--- src/remote_cmd_pkg.sv ---
// Shared constants for the remote command and status unit.
`default_nettype none
package remote_cmd_pkg;
  // Clock rate and derived timing.
  localparam int CLK_MHZ = 100;
  localparam int LAMP_HALF_MS = 250;
  localparam int LAMP_HALF_CYC = LAMP_HALF_MS * 1000 * CLK_MHZ;
  localparam int LAMP_FLASHES = 3;
  localparam int SETTLE_MS = 50;
  localparam int SETTLE_CYC = SETTLE_MS * 1000 * CLK_MHZ;

  // Command codes handed over by the line parser.
  localparam logic [3:0] CMD_STATUS = 4'h0;
  localparam logic [3:0] CMD_CONFIG = 4'h1;
  localparam logic [3:0] CMD_SET_ID = 4'h2;
  localparam logic [3:0] CMD_LAMP = 4'h3;
  localparam logic [3:0] CMD_RESTORE = 4'h4;
  localparam logic [3:0] CMD_AUTO = 4'h5;
  localparam logic [3:0] CMD_SAVE = 4'h6;
  localparam logic [3:0] CMD_BIAS = 4'h7;
  localparam logic [3:0] CMD_CHANNEL = 4'h8;

  // Result codes, two's complement; zero means OK.
  localparam logic [7:0] RES_OK = 8'h00;
  localparam logic [7:0] RES_NO_OPTION = 8'hFF;
  localparam logic [7:0] RES_BAD_CHAN = 8'hFE;
  localparam logic [7:0] RES_BAD_CMD = 8'hFD;
  localparam logic [7:0] RES_BAD_UNIT = 8'hFC;
  localparam logic [7:0] RES_FUNC_FAIL = 8'hFB;
  localparam logic [7:0] RES_BAD_PARAM = 8'hFA;
  localparam logic [7:0] RES_BR_ILLEGAL = 8'hF5;
  localparam logic [7:0] RES_BR_ITER = 8'hF4;
  localparam logic [7:0] RES_CC_BAD_RDG = 8'hF3;
  localparam logic [7:0] RES_CC_ITER = 8'hF2;
  localparam logic [7:0] RES_NO_BALANCE = 8'hF1;
  localparam logic [7:0] RES_NO_ZERO = 8'hF0;
  localparam logic [7:0] RES_IEXC_MODE = 8'hEF;
  localparam logic [7:0] RES_VEXC_MODE = 8'hEE;
  localparam logic [7:0] RES_MEM_MODE = 8'hED;
  localparam logic [7:0] RES_MEM_SEARCH = 8'hEC;
  localparam logic [7:0] RES_MEM_SIZE = 8'hEB;
  localparam logic [7:0] RES_MEM_CS = 8'hEA;

  // Unit identifier.
  localparam logic [7:0] UNIT_ID_RST = 8'h01;
  localparam logic [7:0] UNIT_ID_MAX = 8'h63;

  // Status map bit positions.
  localparam int UBIT_SETTINGS = 0;
  localparam int UBIT_OPTIONS = 1;
  localparam int UBIT_CAL = 2;
  localparam int CBIT_SHORT = 0;
  localparam int CBIT_OPEN = 1;
  localparam int CBIT_OVLD = 2;

  // Second miscellaneous option byte bit positions.
  localparam int CONVERTER_FITTED_BIT = 1;
  localparam int IGNORE_PWR_BTN_BIT = 7;

  // Auto-scale settings.
  localparam logic [1:0] AUTO_OFF = 2'h0;
  localparam logic [1:0] AUTO_ON = 2'h1;
  localparam logic [1:0] AUTO_NOW = 2'h2;

  // Factory defaults, fixed point in tenths.
  localparam logic [15:0] DFLT_GAIN_X10 = 16'h000A;
  localparam logic [15:0] DFLT_SENS_X10 = 16'h0064;
  localparam logic [15:0] DFLT_FSCI_X10 = 16'h2710;
  localparam logic [15:0] DFLT_FSCO_X10 = 16'h0064;
  localparam logic [15:0] DFLT_IEXC_X10 = 16'h0028;
  localparam logic [1:0] MODE_CONST_CURRENT = 2'h0;
endpackage
`default_nettype wire

--- src/remote_command_status_unit.sv ---
// Remote command interpreter: status, config, identifier and function commands.
`timescale 1ns/100ps
`default_nettype none
module remote_command_status_unit
  import remote_cmd_pkg::*;
#(
  parameter int NUM_CHANS = 4,
  parameter int START_CHAN = 1,
  parameter int GAIN_STEPS = 8,
  parameter int LAMP_HALF = LAMP_HALF_CYC,
  parameter int SETTLE = SETTLE_CYC,
  parameter logic [15:0] SERIAL_NUM = 16'h0000,
  parameter logic [7:0] FILTER_KHZ = 8'h00,
  parameter logic [7:0] MISC_OPTS = 8'h00,
  parameter logic HAS_AUTO_GAIN = 1'b1
) (
  input wire logic clk,
  input wire logic sys_rst,
  input wire logic cmd_valid,
  output logic cmd_ready,
  input wire logic [7:0] cmd_unit,
  input wire logic [7:0] cmd_chan,
  input wire logic [3:0] cmd_code,
  input wire logic cmd_query,
  input wire logic [15:0] cmd_param,
  output logic rsp_valid,
  output logic [7:0] rsp_unit,
  output logic [3:0] rsp_cmd,
  output logic [7:0] rsp_result,
  output logic [63:0] rsp_data,
  input wire logic [2:0] load_fail,
  input wire logic [NUM_CHANS-1:0] short_pin,
  input wire logic [NUM_CHANS-1:0] open_pin,
  input wire logic [NUM_CHANS-1:0] ovld_pin,
  input wire logic converter_fitted_flag,
  input wire logic ignore_power_button_flag,
  output logic lamp_all,
  output logic job_req,
  output logic [3:0] job_cmd,
  output logic [7:0] job_chan,
  output logic [15:0] job_param,
  input wire logic job_done,
  input wire logic [7:0] job_result,
  input wire logic [63:0] job_data,
  output logic [15:0] dflt_gain_x10,
  output logic [15:0] dflt_sens_x10,
  output logic [15:0] dflt_fsci_x10,
  output logic [15:0] dflt_fsco_x10,
  output logic [15:0] dflt_iexc_x10,
  output logic [1:0] dflt_input_mode,
  output logic dflt_ac_coupling,
  output logic [1:0] auto_mode,
  output logic [3*NUM_CHANS-1:0] chan_gain_step
);
  localparam int GW = $clog2(GAIN_STEPS);
  localparam logic [GW-1:0] GAIN_TOP = GW'(GAIN_STEPS - 1);

  typedef enum logic [0:0] {ST_IDLE, ST_JOB} state_t;

  state_t state_reg;
  logic [7:0] unit_id_reg;
  logic [NUM_CHANS-1:0] short_s1, short_s2, open_s1, open_s2, ovld_s1, ovld_s2;
  logic [NUM_CHANS-1:0] ovld_seen_reg;
  logic [31:0] lamp_cnt_reg;
  logic [2:0] lamp_phase_reg;
  logic [31:0] settle_cnt_reg;
  logic [GW-1:0] gain_reg [NUM_CHANS];
  logic [63:0] status_word;

  // Fault pins come from the analogue front end, so sync them first.
  always_ff @(posedge clk) begin
    short_s1 <= short_pin;
    short_s2 <= short_s1;
    open_s1 <= open_pin;
    open_s2 <= open_s1;
    ovld_s1 <= ovld_pin;
    ovld_s2 <= ovld_s1;
  end

  // Command decode; a foreign unit number leaves the request unanswered.
  wire unit_hit = cmd_unit == unit_id_reg;
  wire take = cmd_valid && cmd_ready && unit_hit;
  wire is_status = cmd_code == CMD_STATUS;
  wire is_config = cmd_code == CMD_CONFIG;
  wire is_set_id = cmd_code == CMD_SET_ID;
  wire is_lamp = cmd_code == CMD_LAMP;
  wire is_restore = cmd_code == CMD_RESTORE;
  wire is_auto = cmd_code == CMD_AUTO;
  wire is_save = cmd_code == CMD_SAVE;
  wire is_bias = cmd_code == CMD_BIAS;
  wire is_chan = cmd_code == CMD_CHANNEL;
  wire is_known = cmd_code <= CMD_CHANNEL;
  wire is_global = is_status || is_bias || is_config;
  wire is_read_only = is_status || is_config || is_bias;
  wire is_action = is_lamp || is_restore || is_save;
  wire chan_bad = cmd_chan > 8'(NUM_CHANS);
  wire id_bad = cmd_param == 16'h0000 || cmd_param > {8'h00, UNIT_ID_MAX};
  wire auto_bad = cmd_param > {14'h0000, AUTO_NOW};

  // Check order: command, channel, form, option, then parameter range.
  wire [7:0] pre_res =
    !is_known ? RES_BAD_CMD :
    (chan_bad && !is_global) ? RES_BAD_CHAN :
    (is_read_only && !cmd_query) ? RES_FUNC_FAIL :
    (is_action && cmd_query) ? RES_BAD_CMD :
    (is_auto && !HAS_AUTO_GAIN) ? RES_NO_OPTION :
    (is_auto && !cmd_query && auto_bad) ? RES_BAD_PARAM :
    (is_set_id && !cmd_query && id_bad) ? RES_BAD_UNIT :
    RES_OK;
  wire good = pre_res == RES_OK;
  wire needs_job = good && (is_restore || is_save || is_bias || is_chan);
  wire set_id_now = take && good && is_set_id && !cmd_query;
  wire set_auto = take && good && is_auto && !cmd_query;
  wire start_lamp = take && good && is_lamp;
  wire start_restore = take && good && is_restore;

  // Status word: unit map in the low byte, one byte per channel above it.
  always_comb begin
    status_word = 64'h0;
    status_word[2:0] = load_fail;
    for (int i = 0; i < NUM_CHANS; i++) begin
      status_word[8*i+8+CBIT_SHORT] = ~short_s2[i];
      status_word[8*i+8+CBIT_OPEN] = ~open_s2[i];
      status_word[8*i+8+CBIT_OVLD] = ~ovld_s2[i];
    end
  end

  // Second option byte carries the converter and power button flags.
  wire [7:0] misc2 = (8'(converter_fitted_flag) << CONVERTER_FITTED_BIT) |
    (8'(ignore_power_button_flag) << IGNORE_PWR_BTN_BIT);
  wire [63:0] config_word = {SERIAL_NUM, FILTER_KHZ, unit_id_reg, 8'(NUM_CHANS),
    8'(START_CHAN), MISC_OPTS, misc2};

  // Immediate answer data for commands handled inside this block.
  wire [63:0] local_data =
    is_status ? status_word :
    is_config ? config_word :
    is_set_id ? {56'h0, unit_id_reg} :
    is_auto ? {62'h0, auto_mode} :
    64'h0;

  // Only channel jobs may report their own family of codes; any other non-OK result is a failure.
  wire [7:0] jr = job_result;
  wire res_nulling = $signed(jr) <= $signed(RES_BR_ILLEGAL) &&
    $signed(jr) >= $signed(RES_CC_ITER);
  wire res_mode = $signed(jr) <= $signed(RES_NO_BALANCE) &&
    $signed(jr) >= $signed(RES_VEXC_MODE);
  wire res_mem = $signed(jr) <= $signed(RES_MEM_MODE) &&
    $signed(jr) >= $signed(RES_MEM_CS);
  wire res_plain = jr == RES_OK || jr == RES_NO_OPTION || jr == RES_BAD_CHAN ||
    jr == RES_FUNC_FAIL || jr == RES_BAD_PARAM;
  wire chan_job = job_cmd == CMD_CHANNEL;
  wire [7:0] job_res_final =
    jr == RES_OK ? RES_OK :
    (chan_job && (res_plain || res_nulling || res_mode || res_mem)) ? jr :
    RES_FUNC_FAIL;

  // Handshake with the host: one command in flight at a time.
  assign cmd_ready = state_reg == ST_IDLE;

  // Sequencer and answer registers.
  always_ff @(posedge clk) begin
    if (sys_rst) begin
      state_reg <= ST_IDLE;
      unit_id_reg <= UNIT_ID_RST;
      rsp_valid <= 1'b0;
      rsp_unit <= 8'h00;
      rsp_cmd <= 4'h0;
      rsp_result <= RES_OK;
      rsp_data <= 64'h0;
      job_req <= 1'b0;
      job_cmd <= 4'h0;
      job_chan <= 8'h00;
      job_param <= 16'h0000;
    end else begin
      rsp_valid <= 1'b0;
      job_req <= 1'b0;
      unique case (state_reg)
        ST_IDLE: begin
          if (take && needs_job) begin
            job_req <= 1'b1;
            job_cmd <= cmd_code;
            job_chan <= cmd_chan;
            job_param <= cmd_param;
            state_reg <= ST_JOB;
          end else if (take) begin
            rsp_valid <= 1'b1;
            rsp_unit <= set_id_now ? cmd_param[7:0] : unit_id_reg;
            rsp_cmd <= cmd_code;
            rsp_result <= pre_res;
            rsp_data <= good ? local_data : 64'h0;
          end
          if (set_id_now) begin
            unit_id_reg <= cmd_param[7:0];
          end
        end
        ST_JOB: begin
          if (job_done) begin
            rsp_valid <= 1'b1;
            rsp_unit <= unit_id_reg;
            rsp_cmd <= job_cmd;
            rsp_result <= job_res_final;
            rsp_data <= jr == RES_OK ? job_data : 64'h0;
            state_reg <= ST_IDLE;
          end
        end
      endcase
    end
  end

  // Defaults are snapped when a restore starts; the channel logic loads them on job_req.
  always_ff @(posedge clk) begin
    if (sys_rst) begin
      dflt_gain_x10 <= 16'h0000;
      dflt_sens_x10 <= 16'h0000;
      dflt_fsci_x10 <= 16'h0000;
      dflt_fsco_x10 <= 16'h0000;
      dflt_iexc_x10 <= 16'h0000;
      dflt_input_mode <= MODE_CONST_CURRENT;
      dflt_ac_coupling <= 1'b0;
    end else if (start_restore) begin
      dflt_gain_x10 <= DFLT_GAIN_X10;
      dflt_sens_x10 <= DFLT_SENS_X10;
      dflt_fsci_x10 <= DFLT_FSCI_X10;
      dflt_fsco_x10 <= DFLT_FSCO_X10;
      dflt_iexc_x10 <= DFLT_IEXC_X10;
      dflt_input_mode <= MODE_CONST_CURRENT;
      dflt_ac_coupling <= 1'b1;
    end
  end

  // Lamp test: six half periods, lit on the even ones, so three flashes.
  wire lamp_half_tick = lamp_cnt_reg == 32'(LAMP_HALF - 1);
  always_ff @(posedge clk) begin
    if (sys_rst) begin
      lamp_cnt_reg <= 32'h0;
      lamp_phase_reg <= 3'h0;
      lamp_all <= 1'b0;
    end else if (start_lamp) begin
      lamp_cnt_reg <= 32'h0;
      lamp_phase_reg <= 3'(2 * LAMP_FLASHES);
      lamp_all <= 1'b1;
    end else if (lamp_phase_reg != 3'h0) begin
      lamp_cnt_reg <= lamp_half_tick ? 32'h0 : lamp_cnt_reg + 32'h1;
      if (lamp_half_tick) begin
        lamp_phase_reg <= lamp_phase_reg - 3'h1;
        lamp_all <= lamp_phase_reg[0] && lamp_phase_reg != 3'h1; // Next phase even and not zero: lit.
      end
    end
  end

  // Auto-scale pacing; overloads caught between ticks are held so none slips by.
  wire settle_tick = settle_cnt_reg == 32'(SETTLE - 1);
  wire any_seen = |ovld_seen_reg;
  always_ff @(posedge clk) begin
    if (sys_rst) begin
      settle_cnt_reg <= 32'h0;
      ovld_seen_reg <= '0;
    end else begin
      settle_cnt_reg <= settle_tick ? 32'h0 : settle_cnt_reg + 32'h1;
      ovld_seen_reg <= (settle_tick ? '0 : ovld_seen_reg) | ovld_s2;
    end
  end

  // Gain stepping: down on overload, up after a clean window while on.
  always_ff @(posedge clk) begin
    if (sys_rst) begin
      auto_mode <= AUTO_OFF;
      for (int i = 0; i < NUM_CHANS; i++) begin
        gain_reg[i] <= '0;
      end
    end else if (set_auto) begin
      auto_mode <= cmd_param[1:0];
      if (cmd_param[1:0] == AUTO_NOW) begin
        for (int i = 0; i < NUM_CHANS; i++) begin
          gain_reg[i] <= GAIN_TOP;
        end
      end
    end else if (settle_tick && auto_mode != AUTO_OFF) begin
      for (int i = 0; i < NUM_CHANS; i++) begin
        if (ovld_seen_reg[i] && gain_reg[i] != '0) begin
          gain_reg[i] <= gain_reg[i] - GW'(1);
        end else if (!ovld_seen_reg[i] && auto_mode == AUTO_ON &&
                     gain_reg[i] != GAIN_TOP) begin
          gain_reg[i] <= gain_reg[i] + GW'(1);
        end
      end
      if (auto_mode == AUTO_NOW && !any_seen) begin
        auto_mode <= AUTO_OFF;
      end
    end
  end

  // Flatten the gain steps for the channel hardware.
  always_comb begin
    chan_gain_step = '0;
    for (int i = 0; i < NUM_CHANS; i++) begin
      chan_gain_step[3*i +: 3] = 3'(gain_reg[i]);
    end
  end
endmodule
`default_nettype wire

--- config.mk ---
export PLATFORM = sky130hd
export DESIGN_NAME = remote_command_status_unit
export DESIGN_NICKNAME = d
export VERILOG_FILES = /design/src/remote_cmd_pkg.sv /design/src/remote_command_status_unit.sv
export SDC_FILE = /design/constraint.sdc
export NUM_CORES = 1
export LEC_CHECK = 0
export BUFFER_PORTS_ARGS = -buffer_cell sky130_fd_sc_hd__buf_4
export CELL_PAD_IN_SITES_DETAIL_PLACEMENT = 1
export CELL_PAD_IN_SITES_GLOBAL_PLACEMENT = 1
export CORE_UTILIZATION = 42
export CTS_BUF_LIST = sky130_fd_sc_hd__clkbuf_2 sky130_fd_sc_hd__clkbuf_4 sky130_fd_sc_hd__clkbuf_8
export DETAILED_ROUTE_END_ITERATION = 6
export PLACE_DENSITY_LB_ADDON = 0.08
export SYNTH_ARGS = -nofsm -noshare
export SYNTH_HDL_FRONTEND = slang
export SYNTH_SLANG_ARGS = --single-unit
--- constraint.sdc ---
create_clock -name clk -period 6.4 [get_ports clk]
set_input_delay 1.28 -clock clk [delete_from_list [all_inputs] [get_ports clk]]
set_output_delay 1.28 -clock clk [all_outputs]
set_load 0.02 [all_outputs]
### Word level (Yosys, flattened, before mapping)

Memory sizes are Yosys's and may differ from the RTL's.
Cells that the tools add are included.

| storage, ports and cells | value |
|---|---|
| input bits | 130 |
| RAM bits | 12 |
| output and inout bits | 213 |
| memories | 1 |
| bits in registers | 225 |
| word-level logic and storage cells | 299 |

Memories:

| memory | words | width | rd ports | clocked after memory_dff | write ports | line | RTL |
|---|---|---|---|---|---|---|---|
| gain_reg | 4 | 3 | 4 | 0 | 4 | remote_command_status_unit.sv:67 | `logic [GW-1:0] gain_reg [NUM_CHANS];` |

| cells by class | value |
|---|---|
| bitwise operators | 27 |
| $lt $le $gt $ge | 10 |
| $add $sub $neg | 11 |
| reduce and logical (&&, ||, !) cells | 84 |
| equality and inequality tests | 27 |
| multiplexer cells | 111 |

Operator list:

| cell | number |
|---|---|
| 64-bit 2-to-1 mux | 4 |
| 8-bit 2-to-1 mux | 16 |
| 64-bit case mux with 2 select lines | 1 |
| 40-bit 2-to-1 mux | 3 |
| 32-bit by 1-bit adder with 32-bit output, second input constant | 2 |
| 1-bit 2-to-1 mux | 58 |
| 3-bit 2-to-1 mux | 15 |
| 1-bit logical AND | 37 |
| 32-bit by 23-bit == test with 1-bit output, second input constant | 1 |
| 32-bit by 25-bit == test with 1-bit output, second input constant | 1 |
| 8-bit == test, second input constant | 4 |
| 32-bit 2-to-1 mux | 1 |
| 8-bit case mux with 2 select lines | 2 |
| 1-bit logical OR | 17 |
| 4-bit by 3-bit == test with 1-bit output, second input constant | 4 |
| 8-bit by 6-bit >= comparator with 1-bit output, second input constant | 2 |
| 16-bit by 2-bit greater-than comparator with 1-bit output, second input constant | 1 |
| 16-bit by 7-bit greater-than comparator with 1-bit output, second input constant | 1 |
| 8-bit by 5-bit <= comparator with 1-bit output, second input constant | 2 |
| 16-bit logical NOT | 1 |
| 8-bit logical NOT | 2 |
| 4-bit 2-to-1 mux | 4 |
| 3-bit nonzero test | 5 |
| 3-bit by 1-bit subtractor with 3-bit output, second input constant | 5 |
| other kinds (29) | 81 |

### Logic depth before layout (Yosys ltp)

Gate-level depths: netlist (run 1).

| depth | value |
|---|---|
| word-level depth | 19 |
| gate-level depth with buffers | 13 |
| depth with buffers taken out | 11 |

### Least setup slack after synthesis (run 1)

OpenSTA, ideal clock, no wires.

| timing | value |
|---|---|
| path kind | input-to-reg |
| start point | input port cmd_code[1] |
| end point | memory gain_reg[3][2] (netlist name), data pin |
| path buffers | 2 |
| data required time | 6133 ps |
| library setup time | 267 ps |
| path slack | 2325 ps |
| cell stages on the path | 13 |
| data arrival time | 3808 ps |
| cell sequence | clkbuf_1 nor2b_1 nor3b_1 o21ai_0 o211a_1 and4_1 buf_2 nor3_1 nand2_1 fa_1 xor2_1 xnor2_1 o21ai_0 |

RTL lines:

| element | line | RTL |
|---|---|---|
| start, declared | remote_command_status_unit.sv:23 | `input wire logic [3:0] cmd_code,` |
| end, declared | remote_command_status_unit.sv:67 |  |

==> impl_metrics.csv, run 1 <==
group,metric,value,unit
timing,max_slew.worst_pin.slew,1.19,ns
synth,ys_ff_latch,234,
synth,ys_async_sr_fraction,0,
global_routing,antenna_found_initial,0,
setup_path,reg2reg_setup_slack,2.51,ns
cts,clockBufferDepth,3,
final_layout,area_growth,25.8,%
cts,path_clk_slew,0.06,ns
synth,yosysMostFrequentCell,"dfxtp_1",
synth,synth.distinct_cells,63,
route,dr.pass1.iters,5,
cts,cts-hold-fix-buffers,0,
power_and_ir_drop,p_int,2.38,mW
final_layout,nFillCells,2910,
setup_path,endpoint_kind,"register",
floorplanning,core,0.0245,mm^2
run_status,outcome,"finished clean",
timing,fmax,239,MHz
cts,ctsResizeCount,0,
route,via_count,9433,
placed_design,place_congestion,0.826,
global_routing,grt_overflow,0,
placed_design,place_hpwl,24300,um
worst_hold_path,min_path_type,"reg2reg",
synth,avgSynthCellArea,8.99,um^2
power_and_ir_drop,p_sw_frac,0.240,
placed_design,placement.io_buffers,275,
timing,skew,0.0223,ns
cts,h-tree-depth,2,
timing,slew_headroom,0.200,
route,ant_nets,0,
global_routing,grt_pass1_vias,9507,
final_layout,nets,1574,
synth,synth_area_leaders,"dfxtp_1, buf_4, a21oi_1, nor2_1, edfxtp_1",
timing,hold_violations,0,
global_routing,grt_pass1_wl,52100,um
floorplanning,die_h,161,um
floorplanning,num_rows,57,
route,wl_per_cell,18.9,um
power_and_ir_drop,max-vdd-ir-drop,0.000136,V
setup_path,r2r_cells,11,
final_layout,largest_reg_flops,64,
cts,clock_latency,0.55,ns
power_and_ir_drop,power_density,235,mW/mm^2
cts,clock-sinks,234,
setup_path,critPathMaxFanout,23,
power_and_ir_drop,combPwrFrac,0.065,
cts,cts_made_buffers,42,
worst_hold_path,hp-start,"open_s1[0]$_DFF_P_",
timing,min_period,4.18,ns
timing,min_period_over_period,0.653,
floorplanning,die_x,161,um
floorplanning,ios,343,
setup_path,r2r-end,"gain_reg[3][2]$_DFFE_PP_",
floorplanning,die_area,0.0259,mm^2
synth,synth_seq_area_share,0.452,
timing,slew_viol_final,0,
setup_path,rr_startpoint,"state_reg$_SDFF_PP0_",
final_layout,fin_util,0.544,
cts,root_buffer,"clkbuf_8",
cts,tritoncts,"yes",
synth,synth_common_cells,"dfxtp_1, nor2_1, nand2_1",
power_and_ir_drop,leakagePower,5.56,nW
synth,yosysTopAreaCell,"dfxtp_1",
setup_path,start_kind,"input pin",
global_routing,grt_use_total,0.254,
worst_hold_path,hold_depth,0,
timing,setup_tns,0,ns
route,wl,33600,um
synth,ys_warn_count,0,
route,drc_errors,0,
power_and_ir_drop,p_seq_frac,0.477,
power_and_ir_drop,p_clk_frac,0.458,
final_layout,drive_above_1_share,0.255,
setup_path,arrival,4.47,ns
global_routing,grt_max_degree,63,
synth,synth_cells,1181,
route,via_per_inst,5.30,
synth,synth_edf_count,12,
setup_path,critPathRequiredTime,6.69,ns
synth,post-synth-top-area-fraction,0.418,
final_layout,antenna_cells,0,
route,drtIter0Drc,425,
flow_run,maxCapViolCount,0,
timing,rsz0062_at_grt,"false",
timing,setup_viol,0,
power_and_ir_drop,netSwitchingPower,753,uW
floorplanning,start_util,0.433,
setup_path,worstSetupPathType,"in2reg",
synth,ys.flop_type,"dfxtp_1",
worst_hold_path,whs_endpoint,"open_s2[0]$_DFF_P_",
synth,synth_area,0.0106,mm^2
cts,cts_setup_buffers,0,
-- metal layers --
metal / vias to the layer above / track usage / routed length (um)
met5: - / 0 / 0
met4: 0 / 0.0922 / 975
li1: 4559 / - / -
met2: 292 / 0.435 / 16500
met3: 71 / 0.0686 / 2370
met1: 4511 / 0.304 / 13800
-- cells in the final DEF (no fill, tap or decap), types with 4 or more instances in the layout --
cell	count
nor3_1	47
or4_1	8
a31oi_1	5
nor4_1	13
a211oi_1	21
o211ai_1	10
edfxtp_1	12
mux2i_1	15
clkbuf_8	50
o21a_1	5
a21oi_1	85
and4_1	4
nor2_1	101
inv_1	19
buf_4	284
a2bb2oi_1	8
nand2_1	89
xor2_1	38
and2_1	7
nand3_1	65
nor2b_1	8
and3_1	15
nand2b_1	11
a32oi_1	4
nand4_1	22
a221oi_1	4
ha_1	17
a22oi_1	11
o31ai_1	23
a22o_1	36
dfxtp_1	222
o21ai_0	23
conb_1	67
xnor2_1	30
or3_1	13
clkbuf_4	19
-- power by group through the flow --
stage	clock (mW)	sequential [mW]	combinational, mW
6_report	1.44	1.50	0.204
5_1_grt	1.54	1.50	0.220
4_1_cts	1.47	1.49	0.204
3_5_place_dp	0	1.53	0.203
3_3_place_gp	0	1.53	0.200
2_1_floorplan	0	1.53	0.134
-- metrics by stage --
stage          total power, mW  hold slack [ns]  worst slack [ns]  instance area [um^2]  instances
2_1_floorplan             1.66            0.310              2.32                 10900       1247
3_3_place_gp              1.73            0.311              1.83                 12500       1706
3_5_place_dp              1.73            0.314              1.69                 12500       1706
4_1_cts                   3.17            0.326              2.27                 13400       1779
5_1_grt                   3.26            0.334              2.00                 13400       1779
6_report                  3.13            0.326              2.22                 13400       1779
-- how the worst max path moves through the flow --
stage                      startpoint                         to  depth (start not counted)
after floorplan           cmd_code[1]   gain_reg[3][2]$_DFFE_PP_                         13
after global placement    cmd_code[0]  rsp_data[49]$_SDFFE_PP0P_                          8
after detailed placement  cmd_code[0]  rsp_data[55]$_SDFFE_PP0P_                          8
after CTS                 cmd_code[0]  rsp_data[55]$_SDFFE_PP0P_                          8
after global routing      cmd_code[0]   gain_reg[3][2]$_DFFE_PP_                         12
final                     cmd_code[0]   gain_reg[3][2]$_DFFE_PP_                         12
-- cells by family (layout without fill, tap and decap cells) --
family,after synthesis,count (layout),share of synthesized area
simple gates,422,422,0.197
compound gates,254,254,0.164
flops,234,234,0.452
buf+inv,169,377,0.0940
xor+xnor,68,68,0.0561
fa+ha+maj,18,18,0.0219
mux,15,15,0.0141
other cells,1,67,0.000353
-- final cells by class --
class	count	area [um^2]	area share
clock buffer	69	831	0.0622
clock inverter	4	27.5	0.00206
inverter	20	75.1	0.00562
multi-input combinational	844	5080	0.380
sequential	234	4800	0.360
tap	324	405	0.0304
timing repair buffer	284	2130	0.160
-- critical path: stages --
cell,delay (ns)
buf_4,0.22
nor2b_1,0.44
nor3b_1,0.36
o21ai_0,0.21
o211a_1,0.23
and4_1,0.36
nor3_1,0.40
nand2_1,0.15
fa_1,0.41
xor2_1,0.16
xnor2_1,0.15
o21ai_0,0.08
Power figures use the tool's default switching activity.
==> inputs of run 2 (changes only) <==
--- a/config.mk
+++ b/config.mk
@@ -5,10 +5,11 @@
 export SDC_FILE = /design/constraint.sdc
 export NUM_CORES = 1
 export LEC_CHECK = 0
+export ABC_AREA = 1
 export BUFFER_PORTS_ARGS = -buffer_cell sky130_fd_sc_hd__buf_4
 export CELL_PAD_IN_SITES_DETAIL_PLACEMENT = 1
 export CELL_PAD_IN_SITES_GLOBAL_PLACEMENT = 1
-export CORE_UTILIZATION = 42
+export CORE_UTILIZATION = 34
 export CTS_BUF_LIST = sky130_fd_sc_hd__clkbuf_2 sky130_fd_sc_hd__clkbuf_4 sky130_fd_sc_hd__clkbuf_8
 export DETAILED_ROUTE_END_ITERATION = 6
 export PLACE_DENSITY_LB_ADDON = 0.08
==> constraint.sdc (replaced) <==
create_clock -name clk -period 3.58 [get_ports clk]
set_input_delay 0.716 -clock clk [delete_from_list [all_inputs] [get_ports clk]]
set_output_delay 0.716 -clock clk [all_outputs]
set_load 0.02 [all_outputs]
==> run 2 against run 1 <==
Worst setup slack worse by 1.4 ns. Sequential share of layout area shrank 2.1 points. Via count grew 14%. Synthesized cell count rose by 28%. Critical endpoint unchanged. Highest routed layer is now met5.
==> impl_metrics.csv, run 2 <==
group,metric,value,unit
placed_design,dp_cells,2166,
route,drtIter0Drc,479,
floorplanning,ios,343,
cts,clock-sinks,234,
final_layout,drive_above_1_share,0.220,
floorplanning,die_area,0.0335,mm^2
flow_run,maxCapViolCount,0,
timing,slew_viol_final,0,
synth,post-synth-top-area-fraction,0.398,
timing,hold_violations,0,
timing,fmax,358,MHz
synth,ys_warn_count,0,
power_and_ir_drop,max-vdd-ir-drop,0.000199,V
final_layout,multi_input_area,0.00515,mm^2
power_and_ir_drop,p_int,4.22,mW
setup_path,cp_cell_sequence,"ha_1, nand3_1, nor2_1, inv_1, nor2_1, nand4_1, nor4_1, buf_4, nand2_1, fa_1, xor2_1, xnor2_1, inv_1, o21ai_0",
cts,cts_made_buffers,43,
final_layout,final_common_cell,"buf_4",
power_and_ir_drop,combPwrFrac,0.066,
power_and_ir_drop,p_seq_frac,0.475,
setup_path,cpPeakStageDelay,0.39,ns
synth,synth_top_family_by_area,"simple AND/OR/NAND/NOR gates",
worst_hold_path,min_path_type,"in2reg",
setup_path,start_kind,"register",
final_layout,seqCellArea,0.00480,mm^2
global_routing,grt_overflow,0,
synth,synth-compound-area-share,0.121,
setup_path,critPathRequiredTime,3.87,ns
synth,synth.distinct_cells,52,
route,wl,37400,um
timing,min_period,2.79,ns
timing,min_period_over_period,0.780,
timing,setup_tns,0,ns
synth,yosysTopAreaCell,"dfxtp_1",
timing,slew_headroom,0.404,
power_and_ir_drop,netSwitchingPower,1.39,mW
timing,setup_viol,0,
global_routing,grt_pass1_vias,11017,
final_layout,finalNonFillerCells,2238,
cts,cts-hold-fix-buffers,0,
cts,ctsResizeCount,0,
route,drc_errors,0,
cts,h-tree-depth,2,
synth,muxShareOfSynthArea,0.000897,
cts,clockBufferDepth,3,
placed_design,preCtsSetupSlack,0.457,ns
power_and_ir_drop,leakagePower,6.41,nW
placed_design,placement.io_buffers,275,
setup_path,critPathBufInv,3,
power_and_ir_drop,p_sw_frac,0.248,
final_layout,largest_reg_flops,64,
timing,rsz0062_at_grt,"false",
floorplanning,die_x,183,um
route,via_per_inst,4.80,
route,dr.pass1.iters,4,
power_and_ir_drop,p_clk_frac,0.459,
synth,avgSynthCellArea,7.38,um^2
synth,ys_ff_latch,234,
floorplanning,core,0.0319,mm^2
floorplanning,die_h,183,um
timing,max_slew.worst_pin.slew,0.894,ns
setup_path,worstSetupPathType,"reg2reg",
synth,yosysMostFrequentCell,"nand2_1",
synth,synth_cells,1511,
timing,setup_ws,0.787,ns
route,ant_nets,0,
synth,synth_common_cells,"nand2_1, dfxtp_1, nor2_1",
route,wl_per_cell,16.7,um
placed_design,place_congestion,0.825,
synth,synthSimpleGateAreaFrac,0.277,
run_status,outcome,"finished clean",
synth,ys.flop_type,"dfxtp_1",
cts,root_buffer,"clkbuf_8",
cts,path_clk_slew,0.06,ns
setup_path,critPathMaxFanout,3,
final_layout,layout_common_cells,"buf_4, nand2_1, dfxtp_1",
route,via_count,10746,
setup_path,critical-path-top-delay-family,"simple AND/OR/NAND/NOR gates",
final_layout,nets,1924,
synth,synth-xor-area-share,0.0188,
global_routing,antenna_found_initial,1,
floorplanning,start_util,0.350,
synth,ys_async_sr_fraction,0,
synth,synth_adder_area_share,0.0209,
synth,synth_area_leaders,"dfxtp_1, nand2_1, nand3_1, buf_4, nor2_1",
synth,synth_edf_count,12,
global_routing,grt_pass1_wl,58900,um
global_routing,grt_max_degree,89,
power_and_ir_drop,power_density,396,mW/mm^2
timing,skew,0.0171,ns
synth,synth_seq_area_share,0.431,
setup_path,arrival,3.08,ns
synth,synth_area,0.0112,mm^2
global_routing,grt_use_total,0.220,
cts,cts_setup_buffers,0,
final_layout,area_growth,27.0,%
cts,clock_latency,0.56,ns
cts,tritoncts,"yes",
floorplanning,num_rows,65,
setup_path,slowest_stage,"fa_1",
placed_design,place_hpwl,28200,um
setup_path,endpoint_kind,"register",
timing,hold_ws,0.248,ns
final_layout,nFillCells,4043,
==> run 2: layer usage <==
metal,global-route usage,share of wire
met1,0.263,0.43
met5,0,0.00035
met4,0.0640,0.022
met2,0.378,0.48
met3,0.0699,0.071
==> run 2: worst register-to-register path, delay by kind of cell, from the launching register on <==
family | cells | cell delay [ns]
AOI/OAI and AO/OA | 1 | 0.06
xor gates and xnor gates | 2 | 0.30
adders and majority gates | 2 | 0.59
buffers and inverters | 3 | 0.29
DFF | 1 | 0.36
and+or+nand+nor | 6 | 0.92
==> run 2: worst paths after layout <==
kind                                                   start                        to  slack (ns)  cells past startpoint
worst max-delay path            settle_cnt_reg[0]$_SDFF_PP0_  gain_reg[3][2]$_DFFE_PP_        0.79                     14
worst min-delay path                            short_pin[2]       short_s1[2]$_DFF_P_        0.25                      1
worst max register to register  settle_cnt_reg[0]$_SDFF_PP0_  gain_reg[3][2]$_DFFE_PP_        0.79                     14
worst min register to register            open_s1[0]$_DFF_P_        open_s2[0]$_DFF_P_        0.32                      0
==> run 2: metrics by stage <==
stage / cell area, um^2 / power, mW / util
after detailed placement: 13300 / 3.10 / 0.418
after CTS: 14200 / 5.71 / 0.444
after global placement: 13300 / 3.09 / 0.418
after floorplan: 11400 / 2.97 / -
after global routing: 14200 / 5.86 / 0.444
final: 14200 / 5.62 / 0.445
==> run 2: logic make-up after synthesis <==
family	after synthesis
XOR/XNOR	24
buffers and inverters	291
flip-flops	234
multiplexers	1
AND/OR/NAND/NOR	688
AO/OA/AOI/OAI	254
adder cells (fa/ha/maj)	18
other	1
==> run 2: final cells by class <==
cell class | instances | share of cell area
diodes | 1 | 0.000177
clock buffers | 64 | 0.0564
clock inverters | 7 | 0.00353
inverters | 151 | 0.0403
multi-input cells | 1052 | 0.364
flip-flops and latches | 234 | 0.339
well taps | 435 | 0.0384
repair buffers | 294 | 0.158
==> run 2: power groups by stage <==
stage                     combinational, mW  sequential [mW]  clock [mW]
after floorplan                       0.237             2.73           0
after global placement                0.367             2.73           0
after detailed placement              0.371             2.73           0
after CTS                             0.372             2.67        2.67
after global routing                  0.406             2.67        2.78
final                                 0.370             2.67        2.58
